--- src/osc_pkg.sv ---
package osc_pkg;

  // ****************************************
  // Register map
  // ****************************************
  localparam logic [31:0] OSC_REG_ADDR = 32'h190001a4;
  localparam logic [11:0] OSC_ADDR_MASK = 12'hffc;

  // ****************************************
  // Field positions
  // ****************************************
  localparam int OSC_VD_BIT = 0;
  localparam int OSC_VC_BIT = 1;
  localparam int OSC_AUTO_RESET_ASSIST_BIT = 2;
  localparam int OSC_OT_BIT = 3;
  localparam int OSC_DP_BIT = 4;
  localparam int OSC_ID_PULLUP_CTL_BIT = 5;
  localparam int OSC_DATA_PULSE_ASSIST_BIT = 6;
  localparam int OSC_B_DISC_A_CONN_ASSIST_BIT = 7;
  localparam int OSC_ID_BIT = 8;
  localparam int OSC_AVV_BIT = 9;
  localparam int OSC_ASV_BIT = 10;
  localparam int OSC_BSV_BIT = 11;
  localparam int OSC_BSE_BIT = 12;
  localparam int OSC_MST_BIT = 13;
  localparam int OSC_DPS_BIT = 14;
  localparam int OSC_ID_CHANGE_IRQ_STATUS_BIT = 16;
  localparam int OSC_MSS_BIT = 21;
  localparam int OSC_ID_CHANGE_IRQ_ENABLE_BIT = 24;
  localparam int OSC_MSE_BIT = 29;

  // ****************************************
  // Reset values and timing
  // ****************************************
  localparam logic [7:0] OSC_CTL_RESET = 8'h20;
  localparam int OSC_CLK_HZ = 20000000;
  localparam int OSC_DEBOUNCE_US = 1000;
  localparam int OSC_MS_US = 1000;
  localparam int OSC_MS_CYCLES = OSC_CLK_HZ / 1000000 * OSC_MS_US;
  localparam int OSC_DEB_CYCLES = (OSC_CLK_HZ / 1000000 * OSC_DEBOUNCE_US) + 1;
  localparam int OSC_PULSE_US = 8;
  localparam int OSC_PULSE_CYCLES = OSC_CLK_HZ / 1000000 * OSC_PULSE_US;
  localparam int OSC_NSTAT = 6;

  // ****************************************
  // Grouped carriers
  // ****************************************
  typedef struct packed {
    logic data_pulse_seen;
    logic b_session_end;
    logic b_session_valid;
    logic a_session_valid;
    logic a_vbus_valid;
    logic usb_id;
  } osc_stat_s;

  typedef struct packed {
    logic vbus_discharge;
    logic vbus_charge;
    logic dm_pulldown;
    logic dp_pullup;
    logic id_pullup;
    logic auto_reset;
    logic b_disc_a_conn;
  } osc_phy_s;

  typedef enum logic [1:0] {
    OSC_RD_IDLE = 2'b00,
    OSC_RD_RESP = 2'b01
  } osc_rd_e;

endpackage

--- src/osc_otg_regs.sv ---
`timescale 1ns/100ps
`default_nettype none
module osc_otg_regs (
  input wire logic sys_clk, // 20 MHz clock
  input wire logic rst, // Synchronous reset, active high
  input wire logic [31:0] s_axi_awaddr, // Write address
  input wire logic s_axi_awvalid, // Write address valid
  output logic s_axi_awready, // Write address ready
  input wire logic [31:0] s_axi_wdata, // Write data
  input wire logic [3:0] s_axi_wstrb, // Write strobes
  input wire logic s_axi_wvalid, // Write data valid
  output logic s_axi_wready, // Write data ready
  output logic [1:0] s_axi_bresp, // Write response
  output logic s_axi_bvalid, // Write response valid
  input wire logic s_axi_bready, // Write response ready
  input wire logic [31:0] s_axi_araddr, // Read address
  input wire logic s_axi_arvalid, // Read address valid
  output logic s_axi_arready, // Read address ready
  output logic [31:0] s_axi_rdata, // Read data
  output logic [1:0] s_axi_rresp, // Read response
  output logic s_axi_rvalid, // Read data valid
  input wire logic s_axi_rready, // Read data ready
  input wire osc_pkg::osc_stat_s stat_in, // Raw comparator and ID inputs
  input wire logic host_connect, // Raw connect detect on host port
  output osc_pkg::osc_phy_s phy_ctl, // Transceiver control levels
  output logic host_reset_req, // Auto reset request after connect
  output logic dp_pulse_out, // Hardware data pulse on data-plus
  output logic otg_irq // OTG interrupt
);
  import osc_pkg::*;

  // ****************************************
  // Declarations
  // ****************************************
  localparam int NSTAT_W = OSC_NSTAT;
  logic [7:0] ctl_q;
  logic [NSTAT_W-1:0] s1_q, s2_q, s3_q, deb_q;
  logic [NSTAT_W-1:0][15:0] cnt_q;
  logic [14:0] ms_cnt_q;
  logic ms_tick;
  logic ms_tog_q;
  logic id_irq_q, ms_irq_q, id_ie_q, ms_ie_q;
  logic id_prev_q;
  logic [7:0] pulse_cnt_q;
  logic [2:0] con_q;
  logic con_seen_q;
  logic aw_q, w_q;
  logic [31:0] awaddr_q, wdata_q;
  logic [3:0] wstrb_q;
  logic wr_go, wr_hit, rd_hit;
  osc_rd_e rd_q;

  // Address decode on word boundary
  function automatic logic hit(input logic [31:0] a);
    hit = (a & {20'hfffff, OSC_ADDR_MASK}) == OSC_REG_ADDR;
  endfunction

  // ****************************************
  // Input synchronisers and debounce
  // ****************************************
  // Three-stage synchroniser on every raw input
  always_ff @(posedge sys_clk) begin
    if (rst) begin
      s1_q <= '0;
      s2_q <= '0;
      s3_q <= '0;
      con_q <= '0;
    end else begin
      s1_q <= stat_in;
      s2_q <= s1_q;
      s3_q <= s2_q;
      con_q <= {con_q[1:0], host_connect};
    end
  end

  // Counter restarts on every disagreement; accept after more than 1 ms
  always_ff @(posedge sys_clk) begin
    for (int i = 0; i < NSTAT_W; i++) begin
      if (rst) begin
        cnt_q[i] <= '0;
        deb_q[i] <= 1'b0;
      end else if (s2_q[i] != s3_q[i] || s3_q[i] == deb_q[i]) begin
        cnt_q[i] <= '0;
      end else if (i == 0 && !ctl_q[OSC_ID_PULLUP_CTL_BIT]) begin
        cnt_q[i] <= '0;
      end else if (cnt_q[i] == 16'(OSC_DEB_CYCLES - 1)) begin
        cnt_q[i] <= '0;
        deb_q[i] <= s3_q[i];
      end else begin
        cnt_q[i] <= cnt_q[i] + 16'h0001;
      end
    end
  end

  // ****************************************
  // Millisecond timer
  // ****************************************
  assign ms_tick = (ms_cnt_q == 15'(OSC_MS_CYCLES - 1));

  // Free-running millisecond divider and toggle
  always_ff @(posedge sys_clk) begin
    if (rst) begin
      ms_cnt_q <= '0;
      ms_tog_q <= 1'b0;
    end else if (ms_tick) begin
      ms_cnt_q <= '0;
      ms_tog_q <= ~ms_tog_q;
    end else begin
      ms_cnt_q <= ms_cnt_q + 15'h0001;
    end
  end

  // ****************************************
  // AXI4-Lite write path
  // ****************************************
  assign wr_go = aw_q && w_q && !s_axi_bvalid;
  assign wr_hit = wr_go && hit(awaddr_q);

  // Capture address and data in either order
  always_ff @(posedge sys_clk) begin
    if (rst) begin
      aw_q <= 1'b0;
      w_q <= 1'b0;
      awaddr_q <= '0;
      wdata_q <= '0;
      wstrb_q <= '0;
      s_axi_bvalid <= 1'b0;
      s_axi_bresp <= 2'h0;
    end else begin
      if (s_axi_awvalid && s_axi_awready) begin
        aw_q <= 1'b1;
        awaddr_q <= s_axi_awaddr;
      end
      if (s_axi_wvalid && s_axi_wready) begin
        w_q <= 1'b1;
        wdata_q <= s_axi_wdata;
        wstrb_q <= s_axi_wstrb;
      end
      if (wr_go) begin
        aw_q <= 1'b0;
        w_q <= 1'b0;
        s_axi_bvalid <= 1'b1;
        s_axi_bresp <= hit(awaddr_q) ? 2'h0 : 2'h2;
      end else if (s_axi_bvalid && s_axi_bready) begin
        s_axi_bvalid <= 1'b0;
      end
    end
  end

  // Ready only while the holding slot is empty
  always_ff @(posedge sys_clk) begin
    if (rst) begin
      s_axi_awready <= 1'b0;
      s_axi_wready <= 1'b0;
    end else begin
      s_axi_awready <= !aw_q && !(s_axi_awvalid && s_axi_awready) && !wr_go;
      s_axi_wready <= !w_q && !(s_axi_wvalid && s_axi_wready) && !wr_go;
    end
  end

  // ****************************************
  // Control bits
  // ****************************************
  always_ff @(posedge sys_clk) begin
    if (rst) begin
      ctl_q <= OSC_CTL_RESET;
      id_ie_q <= 1'b0;
      ms_ie_q <= 1'b0;
    end else begin
      if (wr_hit && wstrb_q[0]) begin
        ctl_q <= wdata_q[7:0];
      end else if (ctl_q[OSC_DATA_PULSE_ASSIST_BIT] && pulse_cnt_q == 8'h01) begin
        ctl_q[OSC_DATA_PULSE_ASSIST_BIT] <= 1'b0;
      end
      if (wr_hit && wstrb_q[3]) begin
        id_ie_q <= wdata_q[OSC_ID_CHANGE_IRQ_ENABLE_BIT];
        ms_ie_q <= wdata_q[OSC_MSE_BIT];
      end
    end
  end

  // ****************************************
  // Hardware assist sequences
  // ****************************************
  // Data pulse timer started by a write of 1
  always_ff @(posedge sys_clk) begin
    if (rst) begin
      pulse_cnt_q <= '0;
      dp_pulse_out <= 1'b0;
    end else if (wr_hit && wstrb_q[0] && wdata_q[OSC_DATA_PULSE_ASSIST_BIT]) begin
      pulse_cnt_q <= 8'(OSC_PULSE_CYCLES);
      dp_pulse_out <= 1'b1;
    end else if (pulse_cnt_q != 8'h00) begin
      pulse_cnt_q <= pulse_cnt_q - 8'h01;
      dp_pulse_out <= pulse_cnt_q != 8'h01;
    end
  end

  // Connect edge issues one reset request when assist on
  always_ff @(posedge sys_clk) begin
    if (rst) begin
      con_seen_q <= 1'b0;
      host_reset_req <= 1'b0;
    end else begin
      if (con_q[1] == con_q[2]) begin
        con_seen_q <= con_q[2]; // Accepted level once stages agree
      end
      host_reset_req <= ctl_q[OSC_AUTO_RESET_ASSIST_BIT] && con_q[1] && con_q[2] && !con_seen_q;
    end
  end

  // Transceiver control levels
  always_ff @(posedge sys_clk) begin
    if (rst) begin
      phy_ctl <= '0;
    end else begin
      phy_ctl.vbus_discharge <= ctl_q[OSC_VD_BIT];
      phy_ctl.vbus_charge <= ctl_q[OSC_VC_BIT];
      phy_ctl.dm_pulldown <= ctl_q[OSC_OT_BIT];
      phy_ctl.dp_pullup <= ctl_q[OSC_DP_BIT] | dp_pulse_out;
      phy_ctl.id_pullup <= ctl_q[OSC_ID_PULLUP_CTL_BIT];
      phy_ctl.auto_reset <= ctl_q[OSC_AUTO_RESET_ASSIST_BIT];
      phy_ctl.b_disc_a_conn <= ctl_q[OSC_B_DISC_A_CONN_ASSIST_BIT];
    end
  end

  // ****************************************
  // Interrupt status, set wins over clear
  // ****************************************
  always_ff @(posedge sys_clk) begin
    if (rst) begin
      id_prev_q <= 1'b0;
      id_irq_q <= 1'b0;
      ms_irq_q <= 1'b0;
      otg_irq <= 1'b0;
    end else begin
      id_prev_q <= deb_q[0];
      if (deb_q[0] != id_prev_q) begin
        id_irq_q <= 1'b1;
      end else if (wr_hit && wstrb_q[2] && wdata_q[OSC_ID_CHANGE_IRQ_STATUS_BIT]) begin
        id_irq_q <= 1'b0;
      end
      if (ms_tick) begin
        ms_irq_q <= 1'b1;
      end else if (wr_hit && wstrb_q[2] && wdata_q[OSC_MSS_BIT]) begin
        ms_irq_q <= 1'b0;
      end
      otg_irq <= (id_irq_q && id_ie_q) || (ms_irq_q && ms_ie_q);
    end
  end

  // ****************************************
  // AXI4-Lite read path
  // ****************************************
  assign rd_hit = hit(s_axi_araddr);

  always_ff @(posedge sys_clk) begin
    if (rst) begin
      rd_q <= OSC_RD_IDLE;
      s_axi_arready <= 1'b0;
      s_axi_rvalid <= 1'b0;
      s_axi_rdata <= '0;
      s_axi_rresp <= 2'h0;
    end else begin
      unique case (rd_q)
        OSC_RD_IDLE: begin
          s_axi_arready <= !s_axi_arready;
          if (s_axi_arvalid && s_axi_arready) begin
            s_axi_arready <= 1'b0;
            s_axi_rvalid <= 1'b1;
            s_axi_rresp <= rd_hit ? 2'h0 : 2'h2;
            s_axi_rdata <= '0;
            if (rd_hit) begin
              s_axi_rdata[7:0] <= ctl_q;
              s_axi_rdata[OSC_ID_BIT] <= deb_q[0];
              s_axi_rdata[OSC_AVV_BIT] <= deb_q[1];
              s_axi_rdata[OSC_ASV_BIT] <= deb_q[2];
              s_axi_rdata[OSC_BSV_BIT] <= deb_q[3];
              s_axi_rdata[OSC_BSE_BIT] <= deb_q[4];
              s_axi_rdata[OSC_MST_BIT] <= ms_tog_q;
              s_axi_rdata[OSC_DPS_BIT] <= deb_q[5];
              s_axi_rdata[OSC_ID_CHANGE_IRQ_STATUS_BIT] <= id_irq_q;
              s_axi_rdata[OSC_MSS_BIT] <= ms_irq_q;
              s_axi_rdata[OSC_ID_CHANGE_IRQ_ENABLE_BIT] <= id_ie_q;
              s_axi_rdata[OSC_MSE_BIT] <= ms_ie_q;
            end
            rd_q <= OSC_RD_RESP;
          end
        end
        OSC_RD_RESP: begin
          if (s_axi_rready) begin
            s_axi_rvalid <= 1'b0;
            rd_q <= OSC_RD_IDLE;
          end
        end
      endcase
    end
  end

endmodule
`default_nettype wire

--- config.mk ---
export PLATFORM = sky130hd
export DESIGN_NAME = osc_otg_regs
export DESIGN_NICKNAME = d
export VERILOG_FILES = /design/src/osc_pkg.sv /design/src/osc_otg_regs.sv
export SDC_FILE = /design/constraint.sdc
export NUM_CORES = 1
export LEC_CHECK = 0
export ABC_AREA = 1
export BUFFER_PORTS_ARGS = -buffer_cell sky130_fd_sc_hd__buf_4
export CAP_MARGIN = 20
export CORE_AREA = 2 2 191 193
export DETAILED_ROUTE_END_ITERATION = 7
export DIE_AREA = 0 0 193 195
export GPL_ROUTABILITY_DRIVEN = 0
export PLACE_DENSITY = 0.55
export SLEW_MARGIN = 25
export SYNTH_ARGS = -nofsm -noshare
export SYNTH_HDL_FRONTEND = slang
export SYNTH_SLANG_ARGS = --single-unit
export TNS_END_PERCENT = 20
--- constraint.sdc ---
create_clock -name sys_clk -period 1.81 [get_ports sys_clk]
set_input_delay 0.2715 -clock sys_clk [delete_from_list [all_inputs] [get_ports sys_clk]]
set_output_delay 0.2715 -clock sys_clk [all_outputs]
set_load 0.01 [all_outputs]
==> flow_summary.html, run 1 <==
<table>
<tr><th>Metric</th><th>Value</th></tr>
<tr><th colspan="2">GRT</th></tr>
<tr><td>GRT Overall Usage</td><td>12.8%</td></tr>
<tr><td>Via count of the first global-routing pass</td><td>8710</td></tr>
<tr><td>Global-route wire length before repair</td><td>40400 µm</td></tr>
<tr><td>Pin count of the biggest net entering global routing</td><td>34</td></tr>
<tr><td>Initial antenna violation count</td><td>0</td></tr>
<tr><td>Overall overflow remaining after global route</td><td>0</td></tr>
<tr><th colspan="2">Timing</th></tr>
<tr><td>Clock skew after layout</td><td>0.0154 ns</td></tr>
<tr><td>Least-Margin Pin Slew</td><td>0.550 ns</td></tr>
<tr><td>Worst slew slack as a fraction of its limit</td><td>63.3%</td></tr>
<tr><td>Setup WS post-layout</td><td>0.145 ns</td></tr>
<tr><td>Pins over their slew limit</td><td>0</td></tr>
<tr><td>Highest achievable clock rate</td><td>601 MHz</td></tr>
<tr><td>Number of endpoints failing setup at the final stage</td><td>0</td></tr>
<tr><td>Total count of hold-check failures in the final report</td><td>0</td></tr>
<tr><td>RSZ-0062 raised after global routing</td><td>true</td></tr>
<tr><td>Portion of the clock cycle consumed by the worst path in the final layout</td><td>92.0%</td></tr>
<tr><td>Min cycle time layout</td><td>1.67 ns</td></tr>
<tr><th colspan="2">Setup path</th></tr>
<tr><td>Buf+Inv Stages, Crit Path</td><td>2</td></tr>
<tr><td>Crit path required time</td><td>2.23 ns</td></tr>
<tr><td>Crit-path slowest cell</td><td>sky130_fd_sc_hd__dfxtp_1</td></tr>
<tr><td>Depth of the critical timing path with buffers and inverters included</td><td>9</td></tr>
<tr><td>Beginning of the critical path</td><td>ms_cnt_q[0]</td></tr>
<tr><td>Critical path fanouts, max</td><td>6</td></tr>
<tr><td>Crit Path Class</td><td>register to register</td></tr>
<tr><td>Reg-to-reg critical path endpoint</td><td>ms_cnt_q[9]</td></tr>
<tr><td>Startpoint of the worst register-to-register path</td><td>ms_cnt_q[0]</td></tr>
<tr><td>Kind of cell with the highest combined delay on the critical path</td><td>simple AND/OR/NAND/NOR gates</td></tr>
<tr><td>Register-to-register path setup slack</td><td>0.14 ns</td></tr>
<tr><td>Critical Path, Cell by Cell</td><td>ha_1 -&gt; nand2_1 -&gt; nor2_2 -&gt; inv_1 -&gt; nor3_2 -&gt; nand3b_1 -&gt; buf_4 -&gt; nand3_1 -&gt; a21oi_1</td></tr>
<tr><td>Delay of the slowest critical-path stage</td><td>0.35 ns</td></tr>
<tr><td>Crit end category</td><td>register</td></tr>
<tr><td>End point of the critical path</td><td>ms_cnt_q[9]</td></tr>
<tr><td>Worst endpoint data arrival time</td><td>2.08 ns</td></tr>
<tr><td>Worst r2r path cells</td><td>9</td></tr>
<tr><td>Startpoint Class</td><td>register</td></tr>
<tr><th colspan="2">Synth</th></tr>
<tr><td>Number of synthesized flops with an enable pin</td><td>0</td></tr>
<tr><td>Mapped cell area</td><td>0.0106 mm²</td></tr>
<tr><td>Flip-flop and latch count after synthesis</td><td>244</td></tr>
<tr><td>Mean cell area of the mapped netlist</td><td>7.39 µm²</td></tr>
<tr><td>Yosys warns</td><td>0</td></tr>
<tr><td>Post-synth cell types</td><td>44</td></tr>
<tr><td>Seq/Total Area, Yosys</td><td>46.2%</td></tr>
<tr><td>Async set-reset flop share out of synthesis</td><td>0%</td></tr>
<tr><td>Leading register cell type out of synthesis</td><td>sky130_fd_sc_hd__dfxtp_1</td></tr>
<tr><td>Synthesized instance count</td><td>1432</td></tr>
<tr><th colspan="2">Route</th></tr>
<tr><td>Post-route antenna net violation count</td><td>0</td></tr>
<tr><td>Vias after detailed routing</td><td>9129</td></tr>
<tr><td>Per-cell via count in the routed design</td><td>4.41</td></tr>
<tr><td>DR pass1 iterations</td><td>4</td></tr>
<tr><td>Top metal layer carrying routed signals</td><td>met4</td></tr>
<tr><td>Initial detailed-routing violation count</td><td>404</td></tr>
<tr><td>Average wire length per cell after detail routing</td><td>11.8 µm</td></tr>
<tr><td>Met3 Wirelength</td><td>1050 µm</td></tr>
<tr><td>Metal1 wirelength</td><td>11700 µm</td></tr>
<tr><td>Total met2 wirelength after detailed routing</td><td>11200 µm</td></tr>
<tr><td>DRC violation count after routing</td><td>0</td></tr>
<tr><td>Final routed wirelength across all metal layers</td><td>24500 µm</td></tr>
<tr><th colspan="2">Final layout</th></tr>
<tr><td>Final instance area</td><td>0.0132 mm²</td></tr>
<tr><td>Count of placed standard cells in the final layout, fillers left out</td><td>2071</td></tr>
<tr><td>Most frequent cells in the layout</td><td>sky130_fd_sc_hd__nor2_1 (302), sky130_fd_sc_hd__dfxtp_1 (244), sky130_fd_sc_hd__nand2_1 (219)</td></tr>
<tr><td>Diodes inserted</td><td>0</td></tr>
<tr><td>Combined area of the multi-input logic cells</td><td>0.00487 mm²</td></tr>
<tr><td>Filler cells</td><td>3708</td></tr>
<tr><td>Sequential cell area</td><td>0.00488 mm²</td></tr>
<tr><td>Layout overhead on the synthesized area</td><td>24.7%</td></tr>
<tr><td>Number of nets in the layout</td><td>1726</td></tr>
<tr><td>Layout cell share with drive strength beyond 1</td><td>15.4%</td></tr>
<tr><td>Commonest non-fill, non-tap cell in the layout</td><td>sky130_fd_sc_hd__nor2_1</td></tr>
<tr><th colspan="2">Hold path</th></tr>
<tr><td>WHS Path Cells</td><td>3</td></tr>
<tr><td>Hold Path Class</td><td>input pin to register</td></tr>
<tr><th colspan="2">CTS</th></tr>
<tr><td>Clk sink count</td><td>244</td></tr>
<tr><td>Clock tree from TritonCTS</td><td>done</td></tr>
<tr><td>Clock root buffer</td><td>sky130_fd_sc_hd__clkbuf_16</td></tr>
<tr><td>Total number of H-tree levels</td><td>1</td></tr>
<tr><td>Longest Clk Path Bufs</td><td>3</td></tr>
<tr><td>TritonCTS buffer count</td><td>27</td></tr>
<tr><td>Clock-pin slew on the worst setup and hold paths</td><td>0.06 ns</td></tr>
<tr><td>Clock latency on the worst-skew pair</td><td>0.53 ns</td></tr>
<tr><th colspan="2">Pwr</th></tr>
<tr><td>Worst IR drop on VDD</td><td>0.650 mV</td></tr>
<tr><td>Power per standard cell area</td><td>917 mW/mm²</td></tr>
<tr><td>Reported leakage power</td><td>0.00520 µW</td></tr>
<tr><th colspan="2">Place</th></tr>
<tr><td>Placed Cells</td><td>1995</td></tr>
<tr><td>DP Area</td><td>0.0120 mm²</td></tr>
<tr><td>Input/output buffers</td><td>124</td></tr>
<tr><td>Minimum setup slack after placement</td><td>0.109 ns</td></tr>
<tr><td>Post-DP HPWL</td><td>17700 µm</td></tr>
<tr><th colspan="2">Run status</th></tr>
<tr><td>Result of the run</td><td>complete, no violations</td></tr>
<tr><th colspan="2">Floorplan</th></tr>
<tr><td>Area of the die</td><td>0.0376 mm²</td></tr>
<tr><td>Initial Util</td><td>29.9%</td></tr>
<tr><td>IO Pins</td><td>165</td></tr>
<tr><td>Core Footprint</td><td>0.0354 mm²</td></tr>
<tr><td>Vert. Die Dim</td><td>195 µm</td></tr>
<tr><td>Count of standard-cell rows</td><td>69</td></tr>
<tr><td>Overall die width</td><td>193 µm</td></tr>
<tr><th colspan="2">Run</th></tr>
<tr><td>Number of max-cap violations</td><td>0</td></tr>
</table>
## registers in the layout, indices dropped and copies added, names as in the netlist, 3 cells and up
register / count
cnt_q: 96
awaddr_q: 30
s_axi_rdata: 19
ms_cnt_q: 15
wdata_q: 12
ctl_q: 8
pulse_cnt_q: 8
phy_ctl: 7
deb_q: 6
s1_q: 6
s2_q: 6
s3_q: 6
con_q: 3
wstrb_q: 3
## worst min-delay path by stage
stage | from | end | slack (ns)
final | s_axi_awaddr[14] | awaddr_q[14] | 0.02
after global routing | s_axi_awaddr[14] | awaddr_q[14] | 0.009
after CTS | s_axi_awaddr[13] | awaddr_q[13] | 0.0002
after detailed placement | con_q[0] | con_q[1] | 0.40
after global placement | con_q[0] | con_q[1] | 0.39
after floorplan | host_connect | con_q[0] | 0.38
## routing by layer
layer  global-route usage [%]  vias up
met5                        0        -
met4                     3.62        0
met3                     2.19       33
met2                     21.4      141
met1                     16.9     4111
li1                         -     4844
## through the flow
step                power (µW)  hold slack (ns)  util [%]  setup TNS [ns]
floorplan                 6630            0.378         -               0
global placement          7000            0.392      34.0               0
detailed placement        7030            0.399      34.0               0
CTS                      12300         0.000154      37.2               0
global route             12700          0.00935      37.3         -0.0666
finish                   12100           0.0174      37.3               0
## timing repair
item                                    4_1_cts  5_1_grt
setup buffers                                 0        1
endpoints found under the setup margin        0       34
hold endpoints to repair                     31        0
hold buffers                                 31        0
resized for setup                             0        5
## synthesized netlist by cell type (all sizes together), types with 4 or more instances
library cell  number  share of area (%)
a211oi             4               0.28
a21oi             84                4.0
a31oi              4               0.24
buf               35                2.0
clkbuf            16               0.58
dfxtp            244                 46
ha                16                1.9
inv              166                5.9
nand2            233                8.6
nand3             80                4.2
nand4             31                1.8
nor2             328                 13
nor3              33                2.0
nor3b             24                1.9
nor4               8               0.47
o21ai             68                3.2
or2               12               0.71
xnor2              8               0.66
xor2              22                1.8
## worst min-delay path: stages
cell	delay, ns
sky130_fd_sc_hd__buf_4	0.08
sky130_fd_sc_hd__o21ai_0	0.07
sky130_fd_sc_hd__nor2_1	0.08
## area by class of cell
| type | count | share of cell area [%] |
|---|---|---|
| multi-input cells | 983 | 36.9 |
| inverters | 169 | 4.81 |
| clock buffers | 38 | 5.81 |
| clock inverters | 5 | 0.379 |
| repair buffers | 171 | 10.7 |
| flip-flops and latches | 244 | 37.0 |
| well taps | 461 | 4.37 |
## power by group
group | leakage, µW | total, µW | internal (µW) | switching [µW]
Combinational | 0.00282 | 1250 | 570 | 675
Sequential | 0.00198 | 5700 | 5580 | 122
Clock | 0.000406 | 5160 | 3050 | 2110
## logic make-up after synthesis
family	after synthesis	share of synthesized area (%)
compound gates	165	8.09
buf+inv	220	8.57
other cells	1	0.0354
mux	1	0.106
fa+ha+maj	16	1.89
flops	244	46.2
xor+xnor	30	2.48
simple gates	755	32.7
Note: power is estimated with default switching activity, not from simulation.
==> run 2: changes to the inputs <==
--- a/config.mk
+++ b/config.mk
@@ -12,6 +12,7 @@
 export DETAILED_ROUTE_END_ITERATION = 7
 export DIE_AREA = 0 0 193 195
 export GPL_ROUTABILITY_DRIVEN = 0
+export HOLD_SLACK_MARGIN = 0.06
 export PLACE_DENSITY = 0.55
 export SLEW_MARGIN = 25
 export SYNTH_ARGS = -nofsm -noshare
==> run 2 against run 1 <==
Clock-buffer cell count did not move. Cell count rose by 1.1%. Clock power is essentially flat. Via count increased by 0.89%. Clock skew shrank 0.0013 ns. Highest routed layer unchanged. Total power up 0.33%. Setup slack got worse by 0.050 ns. Critical path type is now input pin to register.
==> flow_summary.html, run 2 (same netlist as run 1, synthesis figures left out) <==
<table>
<tr><th>Metric</th><th>Value</th></tr>
<tr><th colspan="2">Hold path</th></tr>
<tr><td>Hold Path Class</td><td>input pin to register (unchanged)</td></tr>
<tr><td>Hold Startpoint</td><td>s_axi_araddr[30] (was s_axi_awaddr[14])</td></tr>
<tr><td>Sink of the worst hold path</td><td>s_axi_rdata[29] (was awaddr_q[14])</td></tr>
<tr><td>WHS Path Cells</td><td>6 (was 3)</td></tr>
<tr><th colspan="2">Timing</th></tr>
<tr><td>Pins over their slew limit</td><td>0 (unchanged)</td></tr>
<tr><td>Worst slew slack as a fraction of its limit</td><td>63.8% (was 63.3%)</td></tr>
<tr><td>Least-Margin Pin Slew</td><td>0.542 ns (was 0.550 ns)</td></tr>
<tr><td>Total count of hold-check failures in the final report</td><td>0 (unchanged)</td></tr>
<tr><td>RSZ-0062 raised after global routing</td><td>true (unchanged)</td></tr>
<tr><td>Min cycle time layout</td><td>1.71 ns (was 1.67 ns)</td></tr>
<tr><td>Highest achievable clock rate</td><td>583 MHz (was 601 MHz)</td></tr>
<tr><td>Number of endpoints failing setup at the final stage</td><td>0 (unchanged)</td></tr>
<tr><td>Clock skew after layout</td><td>0.0141 ns (was 0.0154 ns)</td></tr>
<tr><td>Portion of the clock cycle consumed by the worst path in the final layout</td><td>94.8% (was 92.0%)</td></tr>
<tr><th colspan="2">GRT</th></tr>
<tr><td>Met3 usage in global routing</td><td>2.16% (was 2.19%)</td></tr>
<tr><td>Global-route wire length before repair</td><td>41300 µm (was 40400 µm)</td></tr>
<tr><td>GRT busiest layer</td><td>met2 (unchanged)</td></tr>
<tr><td>GRT Overall Usage</td><td>13.1% (was 12.8%)</td></tr>
<tr><td>Pin count of the biggest net entering global routing</td><td>34 (unchanged)</td></tr>
<tr><td>Met1 usage</td><td>17.1% (was 16.9%)</td></tr>
<tr><td>Via count of the first global-routing pass</td><td>8883 (was 8710)</td></tr>
<tr><td>Overall overflow remaining after global route</td><td>0 (unchanged)</td></tr>
<tr><td>Initial antenna violation count</td><td>0 (unchanged)</td></tr>
<tr><td>Met2 Usage GRT</td><td>22.1% (was 21.4%)</td></tr>
<tr><th colspan="2">Route</th></tr>
<tr><td>Vias after detailed routing</td><td>9210 (was 9129)</td></tr>
<tr><td>DRC violation count after routing</td><td>0 (unchanged)</td></tr>
<tr><td>Initial detailed-routing violation count</td><td>411 (was 404)</td></tr>
<tr><td>Per-cell via count in the routed design</td><td>4.40 (was 4.41)</td></tr>
<tr><td>Final routed wirelength across all metal layers</td><td>24900 µm (was 24500 µm)</td></tr>
<tr><td>DR pass1 iterations</td><td>4 (unchanged)</td></tr>
<tr><td>Average wire length per cell after detail routing</td><td>11.9 µm (was 11.8 µm)</td></tr>
<tr><td>Post-route antenna net violation count</td><td>0 (unchanged)</td></tr>
<tr><th colspan="2">CTS</th></tr>
<tr><td>Clock latency on the worst-skew pair</td><td>0.53 ns (about the same)</td></tr>
<tr><td>TritonCTS buffer count</td><td>27 (unchanged)</td></tr>
<tr><td>Total number of H-tree levels</td><td>1 (unchanged)</td></tr>
<tr><td>Clock root buffer</td><td>sky130_fd_sc_hd__clkbuf_16 (unchanged)</td></tr>
<tr><td>Clk sink count</td><td>244 (unchanged)</td></tr>
<tr><td>Longest Clk Path Bufs</td><td>3 (unchanged)</td></tr>
<tr><td>Clock-pin slew on the worst setup and hold paths</td><td>0.06 ns (about the same)</td></tr>
<tr><td>Clock tree from TritonCTS</td><td>done (unchanged)</td></tr>
<tr><th colspan="2">Setup path</th></tr>
<tr><td>Worst endpoint data arrival time</td><td>2.18 ns (was 2.08 ns)</td></tr>
<tr><td>Startpoint Class</td><td>input pin (was register)</td></tr>
<tr><td>Worst r2r path cells</td><td>9 (unchanged)</td></tr>
<tr><td>Register-to-register path setup slack</td><td>0.21 ns (was 0.14 ns)</td></tr>
<tr><td>Crit path required time</td><td>2.28 ns (was 2.23 ns)</td></tr>
<tr><td>Crit Path Class</td><td>input pin to register (was register to register)</td></tr>
<tr><td>Critical path fanouts, max</td><td>16 (was 6)</td></tr>
<tr><td>Reg-to-reg critical path endpoint</td><td>ms_cnt_q[9] (unchanged)</td></tr>
<tr><td>Startpoint of the worst register-to-register path</td><td>ms_cnt_q[0] (unchanged)</td></tr>
<tr><td>Crit end category</td><td>register (unchanged)</td></tr>
<tr><th colspan="2">Floorplan</th></tr>
<tr><td>Overall die width</td><td>193 µm (unchanged)</td></tr>
<tr><td>IO Pins</td><td>165 (unchanged)</td></tr>
<tr><td>Count of standard-cell rows</td><td>69 (unchanged)</td></tr>
<tr><td>Initial Util</td><td>29.9% (unchanged)</td></tr>
<tr><td>Core Footprint</td><td>0.0354 mm² (unchanged)</td></tr>
<tr><td>Vert. Die Dim</td><td>195 µm (unchanged)</td></tr>
<tr><td>Area of the die</td><td>0.0376 mm² (unchanged)</td></tr>
<tr><th colspan="2">Final layout</th></tr>
<tr><td>Largest regs</td><td>cnt_q x96, awaddr_q x30, s_axi_rdata x19 (unchanged)</td></tr>
<tr><td>Count of placed standard cells in the final layout, fillers left out</td><td>2094 (was 2071)</td></tr>
<tr><td>Most frequent cells in the layout</td><td>sky130_fd_sc_hd__nor2_1 (303), sky130_fd_sc_hd__dfxtp_1 (244), sky130_fd_sc_hd__nand2_1 (219) (was sky130_fd_sc_hd__nor2_1 (302), sky130_fd_sc_hd__dfxtp_1 (244), sky130_fd_sc_hd__nand2_1 (219))</td></tr>
<tr><td>Final instance area</td><td>0.0134 mm² (was 0.0132 mm²)</td></tr>
<tr><td>Number of nets in the layout</td><td>1749 (was 1726)</td></tr>
<tr><td>Diodes inserted</td><td>0 (unchanged)</td></tr>
<tr><td>Layout cell share with drive strength beyond 1</td><td>15.1% (was 15.4%)</td></tr>
<tr><td>Layout overhead on the synthesized area</td><td>26.9% (was 24.7%)</td></tr>
<tr><td>Commonest non-fill, non-tap cell in the layout</td><td>sky130_fd_sc_hd__nor2_1 (unchanged)</td></tr>
<tr><td>Filler cells</td><td>3680 (was 3708)</td></tr>
<tr><td>Number of flip-flops in the largest register</td><td>96 (unchanged)</td></tr>
<tr><td>Largest Register</td><td>cnt_q (unchanged)</td></tr>
<tr><th colspan="2">Pwr</th></tr>
<tr><td>Clock share of power</td><td>42.4% (was 42.6%)</td></tr>
<tr><td>Comb power frac</td><td>10.6% (was 10.3%)</td></tr>
<tr><td>Sw power</td><td>2910 µW (about the same)</td></tr>
<tr><td>Switching power as a share of total power</td><td>24.0% (about the same)</td></tr>
<tr><td>Sequential share of power</td><td>46.9% (was 47.1%)</td></tr>
<tr><td>Final Power</td><td>12100 µW (about the same)</td></tr>
<tr><td>Worst IR drop on VDD</td><td>0.648 mV (was 0.650 mV)</td></tr>
<tr><td>Int Pwr</td><td>9230 µW (was 9190 µW)</td></tr>
<tr><td>Reported leakage power</td><td>0.00530 µW (was 0.00520 µW)</td></tr>
<tr><td>Power per standard cell area</td><td>904 mW/mm² (was 917 mW/mm²)</td></tr>
<tr><th colspan="2">Place</th></tr>
<tr><td>DP Area</td><td>0.0120 mm² (unchanged)</td></tr>
<tr><td>Input/output buffers</td><td>124 (unchanged)</td></tr>
<tr><td>Post-DP HPWL</td><td>17700 µm (unchanged)</td></tr>
<tr><td>Placed Cells</td><td>1995 (unchanged)</td></tr>
<tr><th colspan="2">Run status</th></tr>
<tr><td>Result of the run</td><td>complete, no violations (unchanged)</td></tr>
<tr><th colspan="2">Run</th></tr>
<tr><td>Number of max-cap violations</td><td>0 (unchanged)</td></tr>
</table>
-- run 2: cell count changes in the layout (fill, tap and decap cells not counted) --
cell | previous run | this run
sky130_fd_sc_hd__dlygate4sd3_1 | 31 | 55
sky130_fd_sc_hd__nand2_2 | 13 | 12
sky130_fd_sc_hd__nand3_2 | 8 | 7
sky130_fd_sc_hd__nand3_4 | 0 | 1
sky130_fd_sc_hd__nor2_1 | 302 | 303
sky130_fd_sc_hd__nor2_2 | 19 | 18
-- run 2: power groups by stage --
| stage | Sequential (µW) | Combinational [µW] | Clock, µW |
|---|---|---|---|
| finish | 5700 | 1290 | 5150 |
| global route | 5720 | 1490 | 5560 |
| CTS | 5700 | 1310 | 5340 |
| detailed placement | 5820 | 1210 | 0 |
| global placement | 5810 | 1190 | 0 |
| floorplan | 5800 | 827 | 0 |
-- run 2: worst max path at each step --
stage	startpoint	endpoint	slack, ns	cells past startpoint
2_1_floorplan	ms_cnt_q[0]	ms_cnt_q[11]	0.37	9
3_3_place_gp	awaddr_q[8]	ctl_q[4]	0.1	11
3_5_place_dp	ms_cnt_q[0]	ms_cnt_q[8]	0.11	8
4_1_cts	ms_cnt_q[0]	ms_cnt_q[8]	0.05	8
5_1_grt	rst	cnt_q[30]	-0.04	6
6_report	rst	cnt_q[30]	0.1	6
-- run 2: critical path, cell delays in order --
cell                            delay (ns)
sky130_fd_sc_hd__dlygate4sd3_1        0.55
sky130_fd_sc_hd__buf_4                0.17
sky130_fd_sc_hd__inv_2                0.38
sky130_fd_sc_hd__nand3_2              0.42
sky130_fd_sc_hd__a21oi_1              0.24
sky130_fd_sc_hd__o21a_1               0.13
-- run 2: through the flow --
step                hold WS, ns  utilization (%)  setup slack, ns  setup TNS, ns
finish                    0.172             37.9           0.0950              0
detailed placement        0.399             34.0            0.109              0
global route              0.188             37.9          -0.0444         -0.110
global placement          0.392             34.0           0.0993              0
floorplan                 0.378                -            0.366              0
CTS                       0.157             37.9           0.0490              0
-- run 2: repair_timing --
action	CTS	global route
setup buffers	0	1
gates resized for setup	0	5
hold buffers	55	0
endpoints found under the hold margin	55	0
endpoints found under the setup margin	0	36
-- run 2: layout make-up --
type                    count  area (µm²)  share of cell area, %
inverters                 169         634                   4.72
clock buffers              38         767                   5.71
clock inverters             5        50.0                  0.373
well taps                 461         577                   4.29
multi-input cells         982        4870                   36.2
flip-flops and latches    244        4880                   36.4
repair buffers            195        1650                   12.3
-- run 2: routing by layer --
metal | up-vias | wire [µm]
li1 | 4890 | -
met1 | 4138 | 11600
met2 | 145 | 11500
met3 | 37 | 1170
met4 | 0 | 599
met5 | - | 0
==> run 3: changes to the inputs <==
--- a/config.mk
+++ b/config.mk
@@ -13,7 +13,7 @@
 export DIE_AREA = 0 0 193 195
 export GPL_ROUTABILITY_DRIVEN = 0
 export HOLD_SLACK_MARGIN = 0.06
-export PLACE_DENSITY = 0.55
+export PLACE_DENSITY_LB_ADDON = 0.15
 export SLEW_MARGIN = 25
 export SYNTH_ARGS = -nofsm -noshare
 export SYNTH_HDL_FRONTEND = slang
==> run 3 against run 2 <==
Via count down 0.23%. Sequential power about the same. Non-clock buffer count up 1. Worst hold slack worse by 0.10 ns. Register-to-register slack worse by 0.03 ns. First-iteration DRC count down 18%. Global-route usage down 0.071 points.
==> flow_summary.html, run 3 (same netlist as run 1, synthesis figures left out) <==
<table>
<tr><th>Metric</th><th>Value</th></tr>
<tr><th colspan="2">Timing</th></tr>
<tr><td>Setup WS post-layout</td><td>0.179 ns (was 0.0950 ns)</td></tr>
<tr><td>Total count of hold-check failures in the final report</td><td>0 (unchanged)</td></tr>
<tr><td>RSZ-0062 raised after global routing</td><td>true (unchanged)</td></tr>
<tr><td>Portion of the clock cycle consumed by the worst path in the final layout</td><td>90.1% (was 94.8%)</td></tr>
<tr><td>Number of endpoints failing setup at the final stage</td><td>0 (unchanged)</td></tr>
<tr><td>Min cycle time layout</td><td>1.63 ns (was 1.71 ns)</td></tr>
<tr><td>Pins over their slew limit</td><td>0 (unchanged)</td></tr>
<tr><td>Setup Total Neg Slack</td><td>0 ns (unchanged)</td></tr>
<tr><td>Highest achievable clock rate</td><td>613 MHz (was 583 MHz)</td></tr>
<tr><td>Worst slew slack as a fraction of its limit</td><td>63.6% (was 63.8%)</td></tr>
<tr><td>Worst hold slack</td><td>0.0708 ns (was 0.172 ns)</td></tr>
<tr><td>Least-Margin Pin Slew</td><td>0.545 ns (was 0.542 ns)</td></tr>
<tr><td>Clock skew after layout</td><td>0.0155 ns (was 0.0141 ns)</td></tr>
<tr><th colspan="2">Floorplan</th></tr>
<tr><td>Overall die width</td><td>193 µm (unchanged)</td></tr>
<tr><td>Area of the die</td><td>0.0376 mm² (unchanged)</td></tr>
<tr><td>Count of standard-cell rows</td><td>69 (unchanged)</td></tr>
<tr><td>Vert. Die Dim</td><td>195 µm (unchanged)</td></tr>
<tr><td>Core Footprint</td><td>0.0354 mm² (unchanged)</td></tr>
<tr><td>IO Pins</td><td>165 (unchanged)</td></tr>
<tr><td>Initial Util</td><td>29.9% (unchanged)</td></tr>
<tr><th colspan="2">Final layout</th></tr>
<tr><td>Commonest non-fill, non-tap cell in the layout</td><td>sky130_fd_sc_hd__nor2_1 (unchanged)</td></tr>
<tr><td>Layout overhead on the synthesized area</td><td>28.0% (was 26.9%)</td></tr>
<tr><td>Most frequent cells in the layout</td><td>sky130_fd_sc_hd__nor2_1 (303), sky130_fd_sc_hd__dfxtp_1 (244), sky130_fd_sc_hd__nand2_1 (219) (unchanged)</td></tr>
<tr><td>Layout cell share with drive strength beyond 1</td><td>15.7% (was 15.1%)</td></tr>
<tr><td>Number of nets in the layout</td><td>1751 (was 1749)</td></tr>
<tr><td>Largest Register</td><td>cnt_q (unchanged)</td></tr>
<tr><td>Diodes inserted</td><td>0 (unchanged)</td></tr>
<tr><td>Number of flip-flops in the largest register</td><td>96 (unchanged)</td></tr>
<tr><td>Largest regs</td><td>cnt_q x96, awaddr_q x30, s_axi_rdata x19 (unchanged)</td></tr>
<tr><td>Final instance area</td><td>0.0135 mm² (was 0.0134 mm²)</td></tr>
<tr><th colspan="2">Hold path</th></tr>
<tr><td>WHS Path Cells</td><td>3 (was 6)</td></tr>
<tr><td>Hold Path Class</td><td>input pin to register (unchanged)</td></tr>
<tr><td>Sink of the worst hold path</td><td>awaddr_q[2] (was s_axi_rdata[29])</td></tr>
<tr><td>Hold Startpoint</td><td>s_axi_awaddr[2] (was s_axi_araddr[30])</td></tr>
<tr><th colspan="2">Pwr</th></tr>
<tr><td>Reported leakage power</td><td>0.00536 µW (was 0.00530 µW)</td></tr>
<tr><td>Power per standard cell area</td><td>945 mW/mm² (was 904 mW/mm²)</td></tr>
<tr><td>Worst IR drop on VDD</td><td>0.580 mV (was 0.648 mV)</td></tr>
<tr><td>Final Power</td><td>12800 µW (was 12100 µW)</td></tr>
<tr><th colspan="2">Route</th></tr>
<tr><td>Vias after detailed routing</td><td>9189 (was 9210)</td></tr>
<tr><td>Per-cell via count in the routed design</td><td>4.37 (was 4.40)</td></tr>
<tr><td>Average wire length per cell after detail routing</td><td>11.8 µm (was 11.9 µm)</td></tr>
<tr><td>Final routed wirelength across all metal layers</td><td>24800 µm (was 24900 µm)</td></tr>
<tr><td>Initial detailed-routing violation count</td><td>338 (was 411)</td></tr>
<tr><td>Post-route antenna net violation count</td><td>0 (unchanged)</td></tr>
<tr><td>DR pass1 iterations</td><td>7 (was 4)</td></tr>
<tr><td>DRC violation count after routing</td><td>0 (unchanged)</td></tr>
<tr><th colspan="2">Place</th></tr>
<tr><td>DP Area</td><td>0.0120 mm² (about the same)</td></tr>
<tr><td>Minimum setup slack after placement</td><td>0.108 ns (was 0.109 ns)</td></tr>
<tr><td>Post-DP HPWL</td><td>17500 µm (was 17700 µm)</td></tr>
<tr><td>Input/output buffers</td><td>124 (unchanged)</td></tr>
<tr><th colspan="2">Setup path</th></tr>
<tr><td>Crit-path slowest cell</td><td>sky130_fd_sc_hd__dfxtp_1 (was sky130_fd_sc_hd__dlygate4sd3_1)</td></tr>
<tr><td>Crit end category</td><td>register (unchanged)</td></tr>
<tr><td>Register-to-register path setup slack</td><td>0.18 ns (was 0.21 ns)</td></tr>
<tr><td>Crit Path Class</td><td>register to register (was input pin to register)</td></tr>
<tr><td>Critical Path, Cell by Cell</td><td>ha_1 -&gt; nand2_1 -&gt; nor2_4 -&gt; nand2_1 -&gt; nor2_2 -&gt; nand2_1 -&gt; nor2_1 -&gt; a21oi_1 -&gt; o21a_1 (was dlygate4sd3_1 -&gt; buf_4 -&gt; inv_2 -&gt; nand3_2 -&gt; a21oi_1 -&gt; o21a_1)</td></tr>
<tr><td>Worst endpoint data arrival time</td><td>2.06 ns (was 2.18 ns)</td></tr>
<tr><td>Crit path required time</td><td>2.24 ns (was 2.28 ns)</td></tr>
<tr><td>Startpoint of the worst register-to-register path</td><td>cnt_q[16] (was ms_cnt_q[0])</td></tr>
<tr><td>Most used cell along the critical path</td><td>sky130_fd_sc_hd__nand2_1</td></tr>
<tr><td>Startpoint Class</td><td>register (was input pin)</td></tr>
<tr><td>Reg-to-reg critical path endpoint</td><td>cnt_q[30] (was ms_cnt_q[9])</td></tr>
<tr><td>Worst r2r path cells</td><td>9 (unchanged)</td></tr>
<tr><td>Delay of the slowest critical-path stage</td><td>0.37 ns (was 0.55 ns)</td></tr>
<tr><td>Critical path fanouts, max</td><td>4 (was 16)</td></tr>
<tr><th colspan="2">CTS</th></tr>
<tr><td>Total number of H-tree levels</td><td>1 (unchanged)</td></tr>
<tr><td>Clock-pin slew on the worst setup and hold paths</td><td>0.06 ns (about the same)</td></tr>
<tr><td>TritonCTS buffer count</td><td>28 (was 27)</td></tr>
<tr><td>Clock tree from TritonCTS</td><td>done (unchanged)</td></tr>
<tr><td>Clk sink count</td><td>244 (unchanged)</td></tr>
<tr><td>Longest Clk Path Bufs</td><td>3 (unchanged)</td></tr>
<tr><td>Clock root buffer</td><td>sky130_fd_sc_hd__clkbuf_16 (unchanged)</td></tr>
<tr><td>Clock latency on the worst-skew pair</td><td>0.55 ns (was 0.53 ns)</td></tr>
<tr><th colspan="2">GRT</th></tr>
<tr><td>Pin count of the biggest net entering global routing</td><td>72 (was 34)</td></tr>
<tr><td>GRT Overall Usage</td><td>13.0% (was 13.1%)</td></tr>
<tr><td>Global-route wire length before repair</td><td>40900 µm (was 41300 µm)</td></tr>
<tr><td>Overall overflow remaining after global route</td><td>0 (unchanged)</td></tr>
<tr><td>Initial antenna violation count</td><td>0 (unchanged)</td></tr>
<tr><td>Via count of the first global-routing pass</td><td>8735 (was 8883)</td></tr>
<tr><th colspan="2">Run status</th></tr>
<tr><td>Result of the run</td><td>complete, no violations (unchanged)</td></tr>
<tr><th colspan="2">Run</th></tr>
<tr><td>Number of max-cap violations</td><td>0 (unchanged)</td></tr>
</table>
==> run 3: critical path, delay by kind of cell (launching register included) <==
kind	cells	cell delay, ns
adders and majority gates	1	0.19
AOI/OAI and AO/OA	2	0.19
DFF	1	0.37
and+or+nand+nor	6	0.76
==> run 3: cell type report <==
| type | count | area, µm² |
|---|---|---|
| Clock inverter | 17 | 194 |
| Multi-Input combinational cell | 982 | 4860 |
| Clock buffer | 34 | 764 |
| Tap cell | 461 | 577 |
| Sequential cell | 244 | 4880 |
| Inverter | 169 | 634 |
| Timing Repair Buffer | 196 | 1630 |
| Fill cell | 3763 | 21900 |
==> run 3: timing repair <==
action / 4_1_cts / 5_1_grt
hold buffers: 53 / 0
hold endpoints to repair: 53 / 0
buffers inserted: 0 / 1
resized for setup: 0 / 5
endpoints found under the setup margin: 0 / 17
==> run 3: power by group <==
part           internal (µW)  switching [µW]  leakage [µW]  total [µW]
clock                   3560            2260      0.000475        5820
sequential              5580             123       0.00198        5700
combinational            597             678       0.00291        1270
total                   9740            3060       0.00536       12800
==> run 3: worst max path at each step <==
stage | startpoint | endpoint | slack [ns] | depth (start not counted)
after floorplan | ms_cnt_q[0] | ms_cnt_q[11] | 0.37 | 9
after global placement | s_axi_araddr[11] | s_axi_rdata[1] | 0.13 | 8
after detailed placement | s_axi_araddr[13] | s_axi_rdata[1] | 0.11 | 8
after CTS | awaddr_q[11] | ctl_q[4] | 0.15 | 10
after global routing | cnt_q[64] | cnt_q[78] | -0.002 | 9
final | cnt_q[16] | cnt_q[30] | 0.18 | 9
==> run 3: per-layer routing <==
metal	wire length, µm	vias up	global-route usage (%)
li1	-	4910	-
met5	0	-	0
met2	11600	134	22.5
met1	11800	4119	16.9
met4	407	0	3.37
met3	1060	26	2.03
==> run 3: stage by stage <==
stage | cells | util, %
6_report | 2103 | 38.3
5_1_grt | 2103 | 38.3
3_5_place_dp | 1998 | 34.0
4_1_cts | 2102 | 38.2
2_1_floorplan | 1446 | -
3_3_place_gp | 1998 | 34.0
